[config.mk]
export PLATFORM = sky130hd
export DESIGN_NAME = spf_serial_irq
export DESIGN_NICKNAME = d
export VERILOG_FILES = /design/src/spf_pkg.sv /design/src/spf_serial_irq.sv /design/src/spf_flag_cell.sv
export SDC_FILE = /design/constraint.sdc
export NUM_CORES = 1
export LEC_CHECK = 0
export BUFFER_PORTS_ARGS = -buffer_cell sky130_fd_sc_hd__buf_2
export CAP_MARGIN = 20
export CORE_MARGIN = 5
export CORE_UTILIZATION = 44
export DETAILED_ROUTE_END_ITERATION = 7
export GPL_ROUTABILITY_DRIVEN = 1
export HOLD_SLACK_MARGIN = 0.12
export PLACE_DENSITY = 0.74
export SETUP_SLACK_MARGIN = 0.3
export SKIP_LAST_GASP = 1
export SLEW_MARGIN = 20
export SYNTH_ARGS = -nofsm -noshare
export SYNTH_HDL_FRONTEND = slang
export SYNTH_SLANG_ARGS = --single-unit
export TNS_END_PERCENT = 30
[constraint.sdc]
create_clock -name SYS_CLK -period 3.4 [get_ports SYS_CLK]
set_input_delay 1.02 -clock SYS_CLK [delete_from_list [all_inputs] [get_ports SYS_CLK]]
set_output_delay 1.02 -clock SYS_CLK [all_outputs]
set_load 0.05 [all_outputs]
[src/spf_pkg.sv]
package spf_pkg;
  // byte offsets on the register bus
  localparam logic [7:0] SPF_OFS_FLAGS_P0 = 8'h00;
  localparam logic [7:0] SPF_OFS_EN_P0    = 8'h04;
  localparam logic [7:0] SPF_OFS_EN_P1    = 8'h08;
  localparam logic [7:0] SPF_OFS_FLAGS_P1 = 8'h0C;
  localparam logic [7:0] SPF_OFS_IRQ_STAT = 8'h10;
  localparam logic [7:0] SPF_OFS_IRQ_MASK = 8'h14;

  // field layout inside a pair register
  localparam int SPF_NCHAN   = 4;
  localparam int SPF_NFLAG   = 8;
  localparam int SPF_POS_RX  = 0;
  localparam int SPF_POS_TX  = 1;

  // reset values
  localparam logic [7:0] SPF_FLAGS_RST = 8'hAA;
  localparam logic [3:0] SPF_EN_P0_RST = 4'h0;
  localparam logic [7:0] SPF_EN_P1_RST = 8'h00;
  localparam logic [7:0] SPF_STAT_RST  = 8'h00;
  localparam logic [7:0] SPF_MASK_RST  = 8'h00;
  localparam logic [3:0] SPF_EMPTY_RST = 4'hF;
  localparam logic [31:0] SPF_RDATA_RST = 32'h0000_0000;

  typedef enum logic [0:0] {
    SPF_BUS_IDLE = 1'b0,
    SPF_BUS_ACK  = 1'b1
  } spf_bus_t;
endpackage : spf_pkg

[src/spf_serial_irq.sv]
// Operation
// - tx flag rises when that channel's transmit buffer becomes empty.
// - rx flag rises when a complete character lands in the receive buffer.
// - flags read 0 idle, 1 pending; software may read and write them.
// - enable 0 blocks, 1 passes; order b tx, b rx, a tx, a rx.
// - second-pair enable resets to zero; bits 7..4 are plain storage.
// - second-pair flags reset tx=1, rx=0; bits 7..4 unused, read 0.
// - first-pair flags: only bits 3..0 driven here; upper bits read 0.
//
// Design decisions made here: the Avalon-MM register port and the address map.
module spf_serial_irq
  import spf_pkg::*;
(
  // clock and reset
  input  wire logic        SYS_CLK,
  input  wire logic        RST_N,
  // avalon-mm slave
  input  wire logic [7:0]  ADDRESS,
  input  wire logic        READ,
  input  wire logic        WRITE,
  input  wire logic [31:0] WRITEDATA,
  input  wire logic [3:0]  BYTEENABLE,
  output logic      [31:0] READDATA,
  output logic             WAITREQUEST,
  // channel events, index 0=a0 1=b0 2=a1 3=b1
  input  wire logic [3:0]  TX_BUF_EMPTY,
  input  wire logic [3:0]  RX_CHAR_DONE,
  // requests, bit 2c rx and 2c+1 tx of channel c
  output logic      [7:0]  CHAN_IRQ_REQ,
  output logic             IRQ
);
  logic [7:0]  flags;
  logic [7:0]  flag_set;
  logic [7:0]  flag_wr;
  logic [7:0]  flag_wdata;
  logic [3:0]  empty_d;
  logic [3:0]  empty_q;
  logic [3:0]  en_p0_d;
  logic [3:0]  en_p0_q;
  logic [7:0]  en_p1_d;
  logic [7:0]  en_p1_q;
  logic [7:0]  stat_d;
  logic [7:0]  stat_q;
  logic [7:0]  mask_d;
  logic [7:0]  mask_q;
  logic [7:0]  req_d;
  logic [7:0]  req_q;
  logic        irq_d;
  logic        irq_q;
  spf_bus_t    bus_d;
  spf_bus_t    bus_q;
  logic [31:0] rdata_d;
  logic [31:0] rdata_q;
  logic        wait_d;
  logic        wait_q;
  logic        wr_take;
  logic        wr_lo;
  logic [7:0]  rd_mux;

  // a write lands only on the edge where waitrequest is seen low
  assign wr_take = WRITE && (bus_q == SPF_BUS_ACK);
  assign wr_lo   = wr_take && BYTEENABLE[0];

  // one wait cycle per access keeps read data registered
  always_comb begin
    bus_d   = bus_q;
    rdata_d = rdata_q;
    case (bus_q)
      SPF_BUS_IDLE: begin
        if (READ || WRITE) begin
          bus_d   = SPF_BUS_ACK;
          rdata_d = {24'h00_0000, rd_mux};
        end
      end
      SPF_BUS_ACK: begin
        bus_d = SPF_BUS_IDLE;
      end
      default: begin
        bus_d = SPF_BUS_IDLE;
      end
    endcase
    // registered so the pin comes straight off a flop
    wait_d = (bus_d != SPF_BUS_ACK);
  end

  always_ff @(posedge SYS_CLK) begin
    if (!RST_N) begin
      bus_q   <= SPF_BUS_IDLE;
      rdata_q <= SPF_RDATA_RST;
      wait_q  <= 1'b1;
    end else begin
      bus_q   <= bus_d;
      rdata_q <= rdata_d;
      wait_q  <= wait_d;
    end
  end

  // unmapped offsets read zero, writes ignored
  always_comb begin
    case (ADDRESS)
      SPF_OFS_FLAGS_P0: rd_mux = {4'h0, flags[3:0]};
      SPF_OFS_EN_P0:    rd_mux = {4'h0, en_p0_q};
      SPF_OFS_EN_P1:    rd_mux = en_p1_q;
      SPF_OFS_FLAGS_P1: rd_mux = {4'h0, flags[7:4]};
      SPF_OFS_IRQ_STAT: rd_mux = stat_q;
      SPF_OFS_IRQ_MASK: rd_mux = mask_q;
      default:          rd_mux = 8'h00;
    endcase
  end

  // tx set on the empty edge, so a software clear is not undone at once
  always_comb begin
    empty_d    = TX_BUF_EMPTY;
    flag_wdata = {WRITEDATA[3:0], WRITEDATA[3:0]};
    flag_wr    = 8'h00;
    if (wr_lo && ADDRESS == SPF_OFS_FLAGS_P0) begin
      flag_wr[3:0] = 4'hF;
    end
    if (wr_lo && ADDRESS == SPF_OFS_FLAGS_P1) begin
      flag_wr[7:4] = 4'hF;
    end
  end

  genvar c;
  generate
    for (c = 0; c < SPF_NCHAN; c++) begin : g_chan
      assign flag_set[2*c+SPF_POS_TX] =
        TX_BUF_EMPTY[c] && !empty_q[c];
      assign flag_set[2*c+SPF_POS_RX] = RX_CHAR_DONE[c];
    end
  endgenerate

  genvar f;
  generate
    for (f = 0; f < SPF_NFLAG; f++) begin : g_flag
      spf_flag_cell #(
        .RST_VAL (SPF_FLAGS_RST[f])
      ) u_cell (
        .clk   (SYS_CLK),
        .rst_n (RST_N),
        .set   (flag_set[f]),
        .wr    (flag_wr[f]),
        .wdata (flag_wdata[f]),
        .flag  (flags[f])
      );
    end
  endgenerate

  // enables, status and mask; status set wins over write-one-to-clear
  always_comb begin
    en_p0_d = en_p0_q;
    en_p1_d = en_p1_q;
    mask_d  = mask_q;
    stat_d  = stat_q;
    if (wr_lo && ADDRESS == SPF_OFS_EN_P0) begin
      en_p0_d = WRITEDATA[3:0];
    end
    if (wr_lo && ADDRESS == SPF_OFS_EN_P1) begin
      en_p1_d = WRITEDATA[7:0];
    end
    if (wr_lo && ADDRESS == SPF_OFS_IRQ_MASK) begin
      mask_d = WRITEDATA[7:0];
    end
    if (wr_lo && ADDRESS == SPF_OFS_IRQ_STAT) begin
      stat_d = stat_q & ~WRITEDATA[7:0];
    end
    stat_d = stat_d | flag_set;
    req_d  = flags & {en_p1_q[3:0], en_p0_q};
    irq_d  = |(stat_q & mask_q);
  end

  always_ff @(posedge SYS_CLK) begin
    if (!RST_N) begin
      empty_q <= SPF_EMPTY_RST;
      en_p0_q <= SPF_EN_P0_RST;
      en_p1_q <= SPF_EN_P1_RST;
      stat_q  <= SPF_STAT_RST;
      mask_q  <= SPF_MASK_RST;
      req_q   <= 8'h00;
      irq_q   <= 1'b0;
    end else begin
      empty_q <= empty_d;
      en_p0_q <= en_p0_d;
      en_p1_q <= en_p1_d;
      stat_q  <= stat_d;
      mask_q  <= mask_d;
      req_q   <= req_d;
      irq_q   <= irq_d;
    end
  end

  assign READDATA     = rdata_q;
  assign WAITREQUEST  = wait_q;
  assign CHAN_IRQ_REQ = req_q;
  assign IRQ          = irq_q;

  genvar k;
  generate
    for (k = 0; k < SPF_NCHAN; k++) begin : g_chan_chk

    end
  endgenerate
endmodule : spf_serial_irq

[src/spf_flag_cell.sv]
module spf_flag_cell
  import spf_pkg::*;
#(
  parameter logic RST_VAL = 1'b0
) (
  // clock and reset
  input  wire logic clk,
  input  wire logic rst_n,
  // hardware set, software write
  input  wire logic set,
  input  wire logic wr,
  input  wire logic wdata,
  // flag
  output logic      flag
);
  logic flag_d;
  logic flag_q;

  // set beats a software write in the same cycle
  always_comb begin
    flag_d = flag_q;
    if (wr) begin
      flag_d = wdata;
    end
    if (set) begin
      flag_d = 1'b1;
    end
  end

  always_ff @(posedge clk) begin
    if (!rst_n) begin
      flag_q <= RST_VAL;
    end else begin
      flag_q <= flag_d;
    end
  end

  assign flag = flag_q;
endmodule : spf_flag_cell

==> results_tabular.tex, run 1 <==
\begin{tabular}{lr}
\hline
Metric & Value \\
\hline
\multicolumn{2}{l}{\textbf{Synthesis}} \\
Synthesized area per cell & $\sim$9.8 um2 \\
Synth Instances & roughly 260 \\
Proportion of synthesized chip area in sequential cells & roughly 46\% \\
Number of flops mapped to enable cells by yosys & 0 \\
Post-synthesis instance area & about 2600 um2 \\
Synth warnings & 0 \\
Prevailing post-synth register cell & sky130\_fd\_sc\_hd\_\_dfxtp\_1 \\
Synth async-reset ratio & 0\% \\
Post-synthesis sequential element count & between 50 and 60 \\
Distinct cell type count of the synthesized netlist & 42 \\
\multicolumn{2}{l}{\textbf{Die}} \\
Core Area & between 5000 and 6000 um2 \\
Die boundary height & approximately 87 um \\
Die X & 86.61 um \\
Number of top-level pins & 98 \\
Initial Util & between 40\% and 50\% \\
Die outline area & 7501 um2 \\
Site Rows & 28 \\
\multicolumn{2}{l}{\textbf{Cells and area}} \\
Commonest cells after routing, fill and taps aside & 59 x sky130\_fd\_sc\_hd\_\_dfxtp\_1, 46 x sky130\_fd\_sc\_hd\_\_buf\_2, 24 x sky130\_fd\_sc\_hd\_\_conb\_1 \\
Utilization of the core after routing & a little over half \\
Layout fillers & about 570 \\
Most common library cell in the layout ignoring fill and taps & sky130\_fd\_sc\_hd\_\_dfxtp\_1 \\
Antenna diode instance count & 0 \\
Area overhead of the layout relative to synthesis & 17.20\% \\
Nets & roughly 370 \\
Fraction of layout cells with a size suffix above 1 & between 20 and 25\% \\
\multicolumn{2}{l}{\textbf{GRT}} \\
Vias in the first global route & roughly 1900 \\
Antenna violations before repair & 0 \\
Overall overflow remaining after global route & 0 \\
Total global routing track utilization & roughly 16\% \\
Global-route wire length before repair & about 9.4 mm \\
Pin count of the biggest net entering global routing & 41 \\
\multicolumn{2}{l}{\textbf{Power and ir drop}} \\
Static Leakage & approximately 0.0014 uW \\
Power density over the cells & around 550 nW/um2 \\
Worst IR Drop VDD & about 220 uV \\
\multicolumn{2}{l}{\textbf{Timing}} \\
Final critical-path share of the clock period & around two thirds \\
Total Negative Setup Slacks & 0 ns \\
Min Clock Period, post-route & 2.259 ns \\
Slew at the pin closest to its max-slew limit & between 0.5 and 0.6 ns \\
Final number of max-transition violations & 0 \\
RSZ-0062 raised after global routing & false \\
Worst clock skew on the final layout & 0.008753 ns \\
Slew headroom & about two thirds \\
Highest Clock Rate & roughly 440 MHz \\
Hold Fails Final Rpt & 0 \\
Number of failing setup endpoints in the final timing report & 0 \\
\multicolumn{2}{l}{\textbf{Placed design}} \\
Global placer's final weighted congestion & 0.8491 \\
Half-perimeter wire length after placement & $\sim$4.3 mm \\
IO buf count & 46 \\
\multicolumn{2}{l}{\textbf{Worst setup path}} \\
Critical Setup Path Class & in2reg \\
Arrival time at the worst endpoint & roughly 2.5 ns \\
FF-to-FF setup slack & approximately 1.9 ns \\
Worst path required time & about 3.6 ns \\
Crit-path max FO & 15 \\
Critical Path Sink Type & flip-flop \\
Critical path startpoint category & primary input \\
\multicolumn{2}{l}{\textbf{Clock network}} \\
Clock Path Buffers & 2 \\
Postcts setup bufs & 0 \\
TritonCTS buffer count & 9 \\
Total of cells resized after clock tree synthesis & 0 \\
Clock latency on the worst-skew pair & 0.33 ns \\
Clock net sink count & a little under 60 \\
\# H-tree levels & 3 \\
Cts-stage hold buffer count & 0 \\
CTS tree & done \\
Clock Tree Root & sky130\_fd\_sc\_hd\_\_clkbuf\_8 \\
Clock transition time at the flip-flop clock pins of the worst setup and hold paths & roughly 0.060 ns \\
\multicolumn{2}{l}{\textbf{Routing}} \\
Final wirelength & $\sim$6 mm \\
Vias after detailed routing & roughly 2000 \\
Iteration-0 DRC count of the detailed router & between 150 and 200 \\
Via density per instance & between 5 and 6 \\
Drt first pass iters & 4 \\
Remaining antenna violation count & 0 \\
Post-DR wirelength/cell & 15.08 um \\
DRC & 0 \\
\multicolumn{2}{l}{\textbf{Flow run}} \\
Count of max-cap constraint violations & 0 \\
\multicolumn{2}{l}{\textbf{Hold path}} \\
Class of the most critical hold timing path & reg2reg \\
\multicolumn{2}{l}{\textbf{Run status}} \\
Result of the run & finished clean \\
\hline
\end{tabular}
==> synth_stat cells (2+ instances only) <==
master,number,share of area (%)
sky130_fd_sc_hd__dfxtp_1,59,46
sky130_fd_sc_hd__buf_4,25,7.3
sky130_fd_sc_hd__mux2i_1,22,8.5
sky130_fd_sc_hd__nand3_1,21,4.1
sky130_fd_sc_hd__nor2_1,18,2.6
sky130_fd_sc_hd__o21ai_0,17,3.3
sky130_fd_sc_hd__nand2_1,12,1.7
sky130_fd_sc_hd__inv_1,9,1.3
sky130_fd_sc_hd__and3_1,8,1.9
sky130_fd_sc_hd__nand2b_1,8,1.9
sky130_fd_sc_hd__a21oi_1,6,1.2
sky130_fd_sc_hd__clkbuf_1,5,0.73
sky130_fd_sc_hd__a221o_1,4,1.6
sky130_fd_sc_hd__a22o_1,4,1.4
sky130_fd_sc_hd__a22oi_1,4,1.2
sky130_fd_sc_hd__a31oi_1,4,0.97
sky130_fd_sc_hd__o22ai_1,4,0.97
sky130_fd_sc_hd__buf_2,3,0.58
sky130_fd_sc_hd__mux4_1,3,3.1
sky130_fd_sc_hd__o21ai_1,3,0.58
sky130_fd_sc_hd__a211oi_1,2,0.58
sky130_fd_sc_hd__nand4b_1,2,0.68
sky130_fd_sc_hd__nor3_1,2,0.39
==> final timing paths <==
kind / cells after the start / from / end
worst min register to register: 2 / mask_q[4] / mask_q[4]
worst max register to register: 4 / bus_q / g_flag[1].u_cell.flag
worst min-delay path: 2 / mask_q[4] / mask_q[4]
worst max-delay path: 5 / ADDRESS[2] / g_flag[1].u_cell.flag
==> routing by layer <==
layer	track usage, %	routed length [um]	vias up
met5	0	0	-
met4	8.782	105	0
met3	3.612	452	9
met2	25.80	2764	67
met1	20.87	2558	935
li1	-	-	990
==> kinds of logic (layout without fill, tap and decap cells) <==
logic type	after synthesis	count (layout)	synth area share (%)
other	1	24	0.1452
DFF	59	59	45.74
AOI/OAI and AO/OA	51	51	12.84
buffers and inverters	46	74	10.80
muxes	26	26	12.45
and+or+nand+nor	81	81	18.02
==> where the power goes <==
part	internal, uW	total [uW]	switching (uW)
clock	546	811	265
combinational	37.0	153	116
sequential	705	713	8.09
==> final cells by class <==
class | instances | area (um2) | area share (%)
Multi-Input combinational cell | 182 | 1209 | 39.93
Clock inverter | 4 | 95.09 | 3.142
Sequential cell | 59 | 1181 | 39.02
Tap cell | 75 | 93.84 | 3.100
Inverter | 10 | 37.54 | 1.240
Timing Repair Buffer | 48 | 245.2 | 8.103
Clock buffer | 12 | 165.2 | 5.457
==> worst max-delay path: stages <==
cell and delay, ns:
sky130_fd_sc_hd__buf_2 0.24, sky130_fd_sc_hd__and4b_1 0.54, sky130_fd_sc_hd__nand4b_2 0.32, sky130_fd_sc_hd__mux2i_1 0.23
sky130_fd_sc_hd__nand3_1 0.09
==> registers in the layout (all words and copies together) (netlist names) <==
signal,count
READDATA,8
mask_q,8
empty_q,4
CHAN_IRQ_REQ,8
stat_q,8
bus_q,1
WAITREQUEST,1
IRQ,1
g_flag.u_cell.flag,8
en_p0_q,4
en_p1_q,8
==> per-stage QoR <==
step | cell area, um2 | total power [uW] | hold slack [ns] | instances | setup WS, ns
2_1_floorplan | 2669 | 861.3 | 0.4466 | 287 | 1.204
3_3_place_gp | 2766 | 877.9 | 0.4613 | 374 | 0.8570
3_5_place_dp | 2766 | 879.9 | 0.4676 | 374 | 0.8057
4_1_cts | 3027 | 1691 | 0.4825 | 390 | 1.147
5_1_grt | 3027 | 1737 | 0.4915 | 390 | 0.9915
6_report | 3027 | 1677 | 0.4800 | 390 | 1.141
Power figures use the tool's default switching activity.
==> run 2, diff against run 1 <==
- clock period: 3.4 -> 2.2 ns (I/O delays scaled with it)
==> results_tabular.tex, run 2 (synthesis gave the netlist of run 1 again) <==
\begin{tabular}{lr}
\hline
Metric & Value \\
\hline
\multicolumn{2}{l}{\textbf{Worst setup path}} \\
Critical Setup Path Class & in2reg \\
Chain of cells forming the critical path & buf\_2 -> nor4b\_4 -> nand3\_1 -> mux2i\_1 -> a21oi\_1 \\
Biggest cell delay along the critical path & 0.41 ns \\
Critical Path Sink Type & flip-flop \\
Number of buffer and inverter stages on the critical path & 1 \\
Critical path startpoint category & primary input \\
Cell with the biggest individual delay on the critical path & sky130\_fd\_sc\_hd\_\_nor4b\_4 \\
Arrival time at the worst endpoint & $\sim$1.9 ns \\
Crit-path max FO & 11 \\
Worst path required time & 2.43 ns \\
Dominant delay contributor by cell family on the critical path & simple AND/OR/NAND/NOR gates \\
\multicolumn{2}{l}{\textbf{Clock network}} \\
Clock net sink count & between 50 and 60 \\
Total of cells resized after clock tree synthesis & 0 \\
Clock Tree Root & sky130\_fd\_sc\_hd\_\_clkbuf\_8 \\
\# H-tree levels & 3 \\
Clock latency on the worst-skew pair & around 0.34 ns \\
Clock transition time at the flip-flop clock pins of the worst setup and hold paths & roughly 0.07 ns \\
TritonCTS buffer count & 9 \\
Postcts setup bufs & 0 \\
Cts-stage hold buffer count & 0 \\
CTS tree & done \\
Clock Path Buffers & 2 \\
\multicolumn{2}{l}{\textbf{Routing}} \\
Drt first pass iters & 4 \\
Remaining antenna violation count & 0 \\
Via density per instance & $\sim$5.3 \\
Final wirelength & roughly 6 mm \\
DRC & 0 \\
Post-DR wirelength/cell & $\sim$15 um \\
Iteration-0 DRC count of the detailed router & approximately 150 \\
Vias after detailed routing & $\sim$2100 \\
\multicolumn{2}{l}{\textbf{Timing}} \\
Slew headroom & 63.17\% \\
Highest Clock Rate & 584.8 MHz \\
Min Clock Period, post-route & 1.710 ns \\
RSZ-0062 raised after global routing & false \\
Final critical-path share of the clock period & between 70\% and 80\% \\
Slew at the pin closest to its max-slew limit & between 0.5 and 0.6 ns \\
Hold Fails Final Rpt & 0 \\
Worst clock skew on the final layout & around 0.011 ns \\
Final number of max-transition violations & 0 \\
Number of failing setup endpoints in the final timing report & 0 \\
Total Negative Setup Slacks & 0 ns \\
\multicolumn{2}{l}{\textbf{Run status}} \\
Result of the run & finished clean \\
\multicolumn{2}{l}{\textbf{Cells and area}} \\
Commonest cells after routing, fill and taps aside & 59 x sky130\_fd\_sc\_hd\_\_dfxtp\_1, 46 x sky130\_fd\_sc\_hd\_\_buf\_2, 24 x sky130\_fd\_sc\_hd\_\_conb\_1 \\
Area overhead of the layout relative to synthesis & 18.46\% \\
Nets & $\sim$370 \\
Layout fillers & $\sim$520 \\
Most common library cell in the layout ignoring fill and taps & sky130\_fd\_sc\_hd\_\_dfxtp\_1 \\
Fraction of layout cells with a size suffix above 1 & around a quarter \\
Antenna diode instance count & 0 \\
Count of placed standard cells in the final layout, fillers left out & 396 \\
\multicolumn{2}{l}{\textbf{Power and ir drop}} \\
Worst IR Drop VDD & roughly 350 uV \\
Static Leakage & around 0.0014 uW \\
Power density over the cells & 834.6 nW/um2 \\
\multicolumn{2}{l}{\textbf{GRT}} \\
Total global routing track utilization & between 10\% and 20\% \\
Global-route wire length before repair & 9.597 mm \\
Overall overflow remaining after global route & 0 \\
Antenna violations before repair & 0 \\
Pin count of the biggest net entering global routing & 32 \\
Vias in the first global route & approximately 2000 \\
\multicolumn{2}{l}{\textbf{Die}} \\
Die boundary height & about 87 um \\
Core Area & slightly below 6000 um2 \\
Site Rows & 28 \\
Number of top-level pins & between 90 and 100 \\
Die X & 86.61 um \\
Die outline area & 7501 um2 \\
Initial Util & roughly 44\% \\
\multicolumn{2}{l}{\textbf{Placed design}} \\
Placed instance count & 380 \\
Half-perimeter wire length after placement & around 4.4 mm \\
IO buf count & 46 \\
Global placer's final weighted congestion & around 0.85 \\
\multicolumn{2}{l}{\textbf{Flow run}} \\
Count of max-cap constraint violations & 0 \\
\multicolumn{2}{l}{\textbf{Hold path}} \\
Class of the most critical hold timing path & reg2reg \\
\hline
\end{tabular}
-- run 2: through the flow --
step           instance area (um2)  power, uW  setup WS [ns]  utilization (%)  hold WS [ns]
2_1_floorplan                 2669       1331         0.3641                -        0.4466
3_3_place_gp                  2811       1360         0.1730            48.34        0.4639
3_5_place_dp                  2811       1366         0.1527            48.34        0.4568
4_1_cts                       3059       2571         0.5135            52.60        0.4819
5_1_grt                       3059       2647         0.3861            52.60        0.5152
6_report                      3059       2553         0.4899            52.60        0.4763
-- run 2: layout make-up --
| class | count | area [um2] | area share [%] |
|---|---|---|---|
| Multi-Input combinational cell | 182 | 1209 | 39.51 |
| Sequential cell | 59 | 1181 | 38.61 |
| Timing Repair Buffer | 54 | 290.3 | 9.489 |
| Clock buffer | 9 | 123.9 | 4.049 |
| Clock inverter | 7 | 123.9 | 4.049 |
| Tap cell | 75 | 93.84 | 3.067 |
| Inverter | 10 | 37.54 | 1.227 |
-- run 2: report_power, final --
group / internal, uW / switching, uW / total [uW]
logic: 60.6 / 181 / 241
registers: 1090 / 13.6 / 1100
clock network: 759 / 450 / 1210
total: 1910 / 644 / 2550
-- run 2: per-layer routing --
layer | vias up | routed length [um] | track usage (%)
met1 | 991 | 2487 | 20.77
li1 | 1005 | - | -
met4 | 0 | 147 | 8.074
met3 | 13 | 549 | 4.848
met2 | 84 | 2789 | 26.56
met5 | - | 0 | 0
-- run 2: path summary, 6_finish.rpt --
path                from                    end  slack (ns)  depth (start not counted)
min reg2reg  READDATA[4]            READDATA[4]        0.48                          1
max reg2reg        bus_q  g_flag[3].u_cell.flag        0.87                          4
max           ADDRESS[4]  g_flag[6].u_cell.flag        0.49                          5
min          READDATA[4]            READDATA[4]        0.48                          1
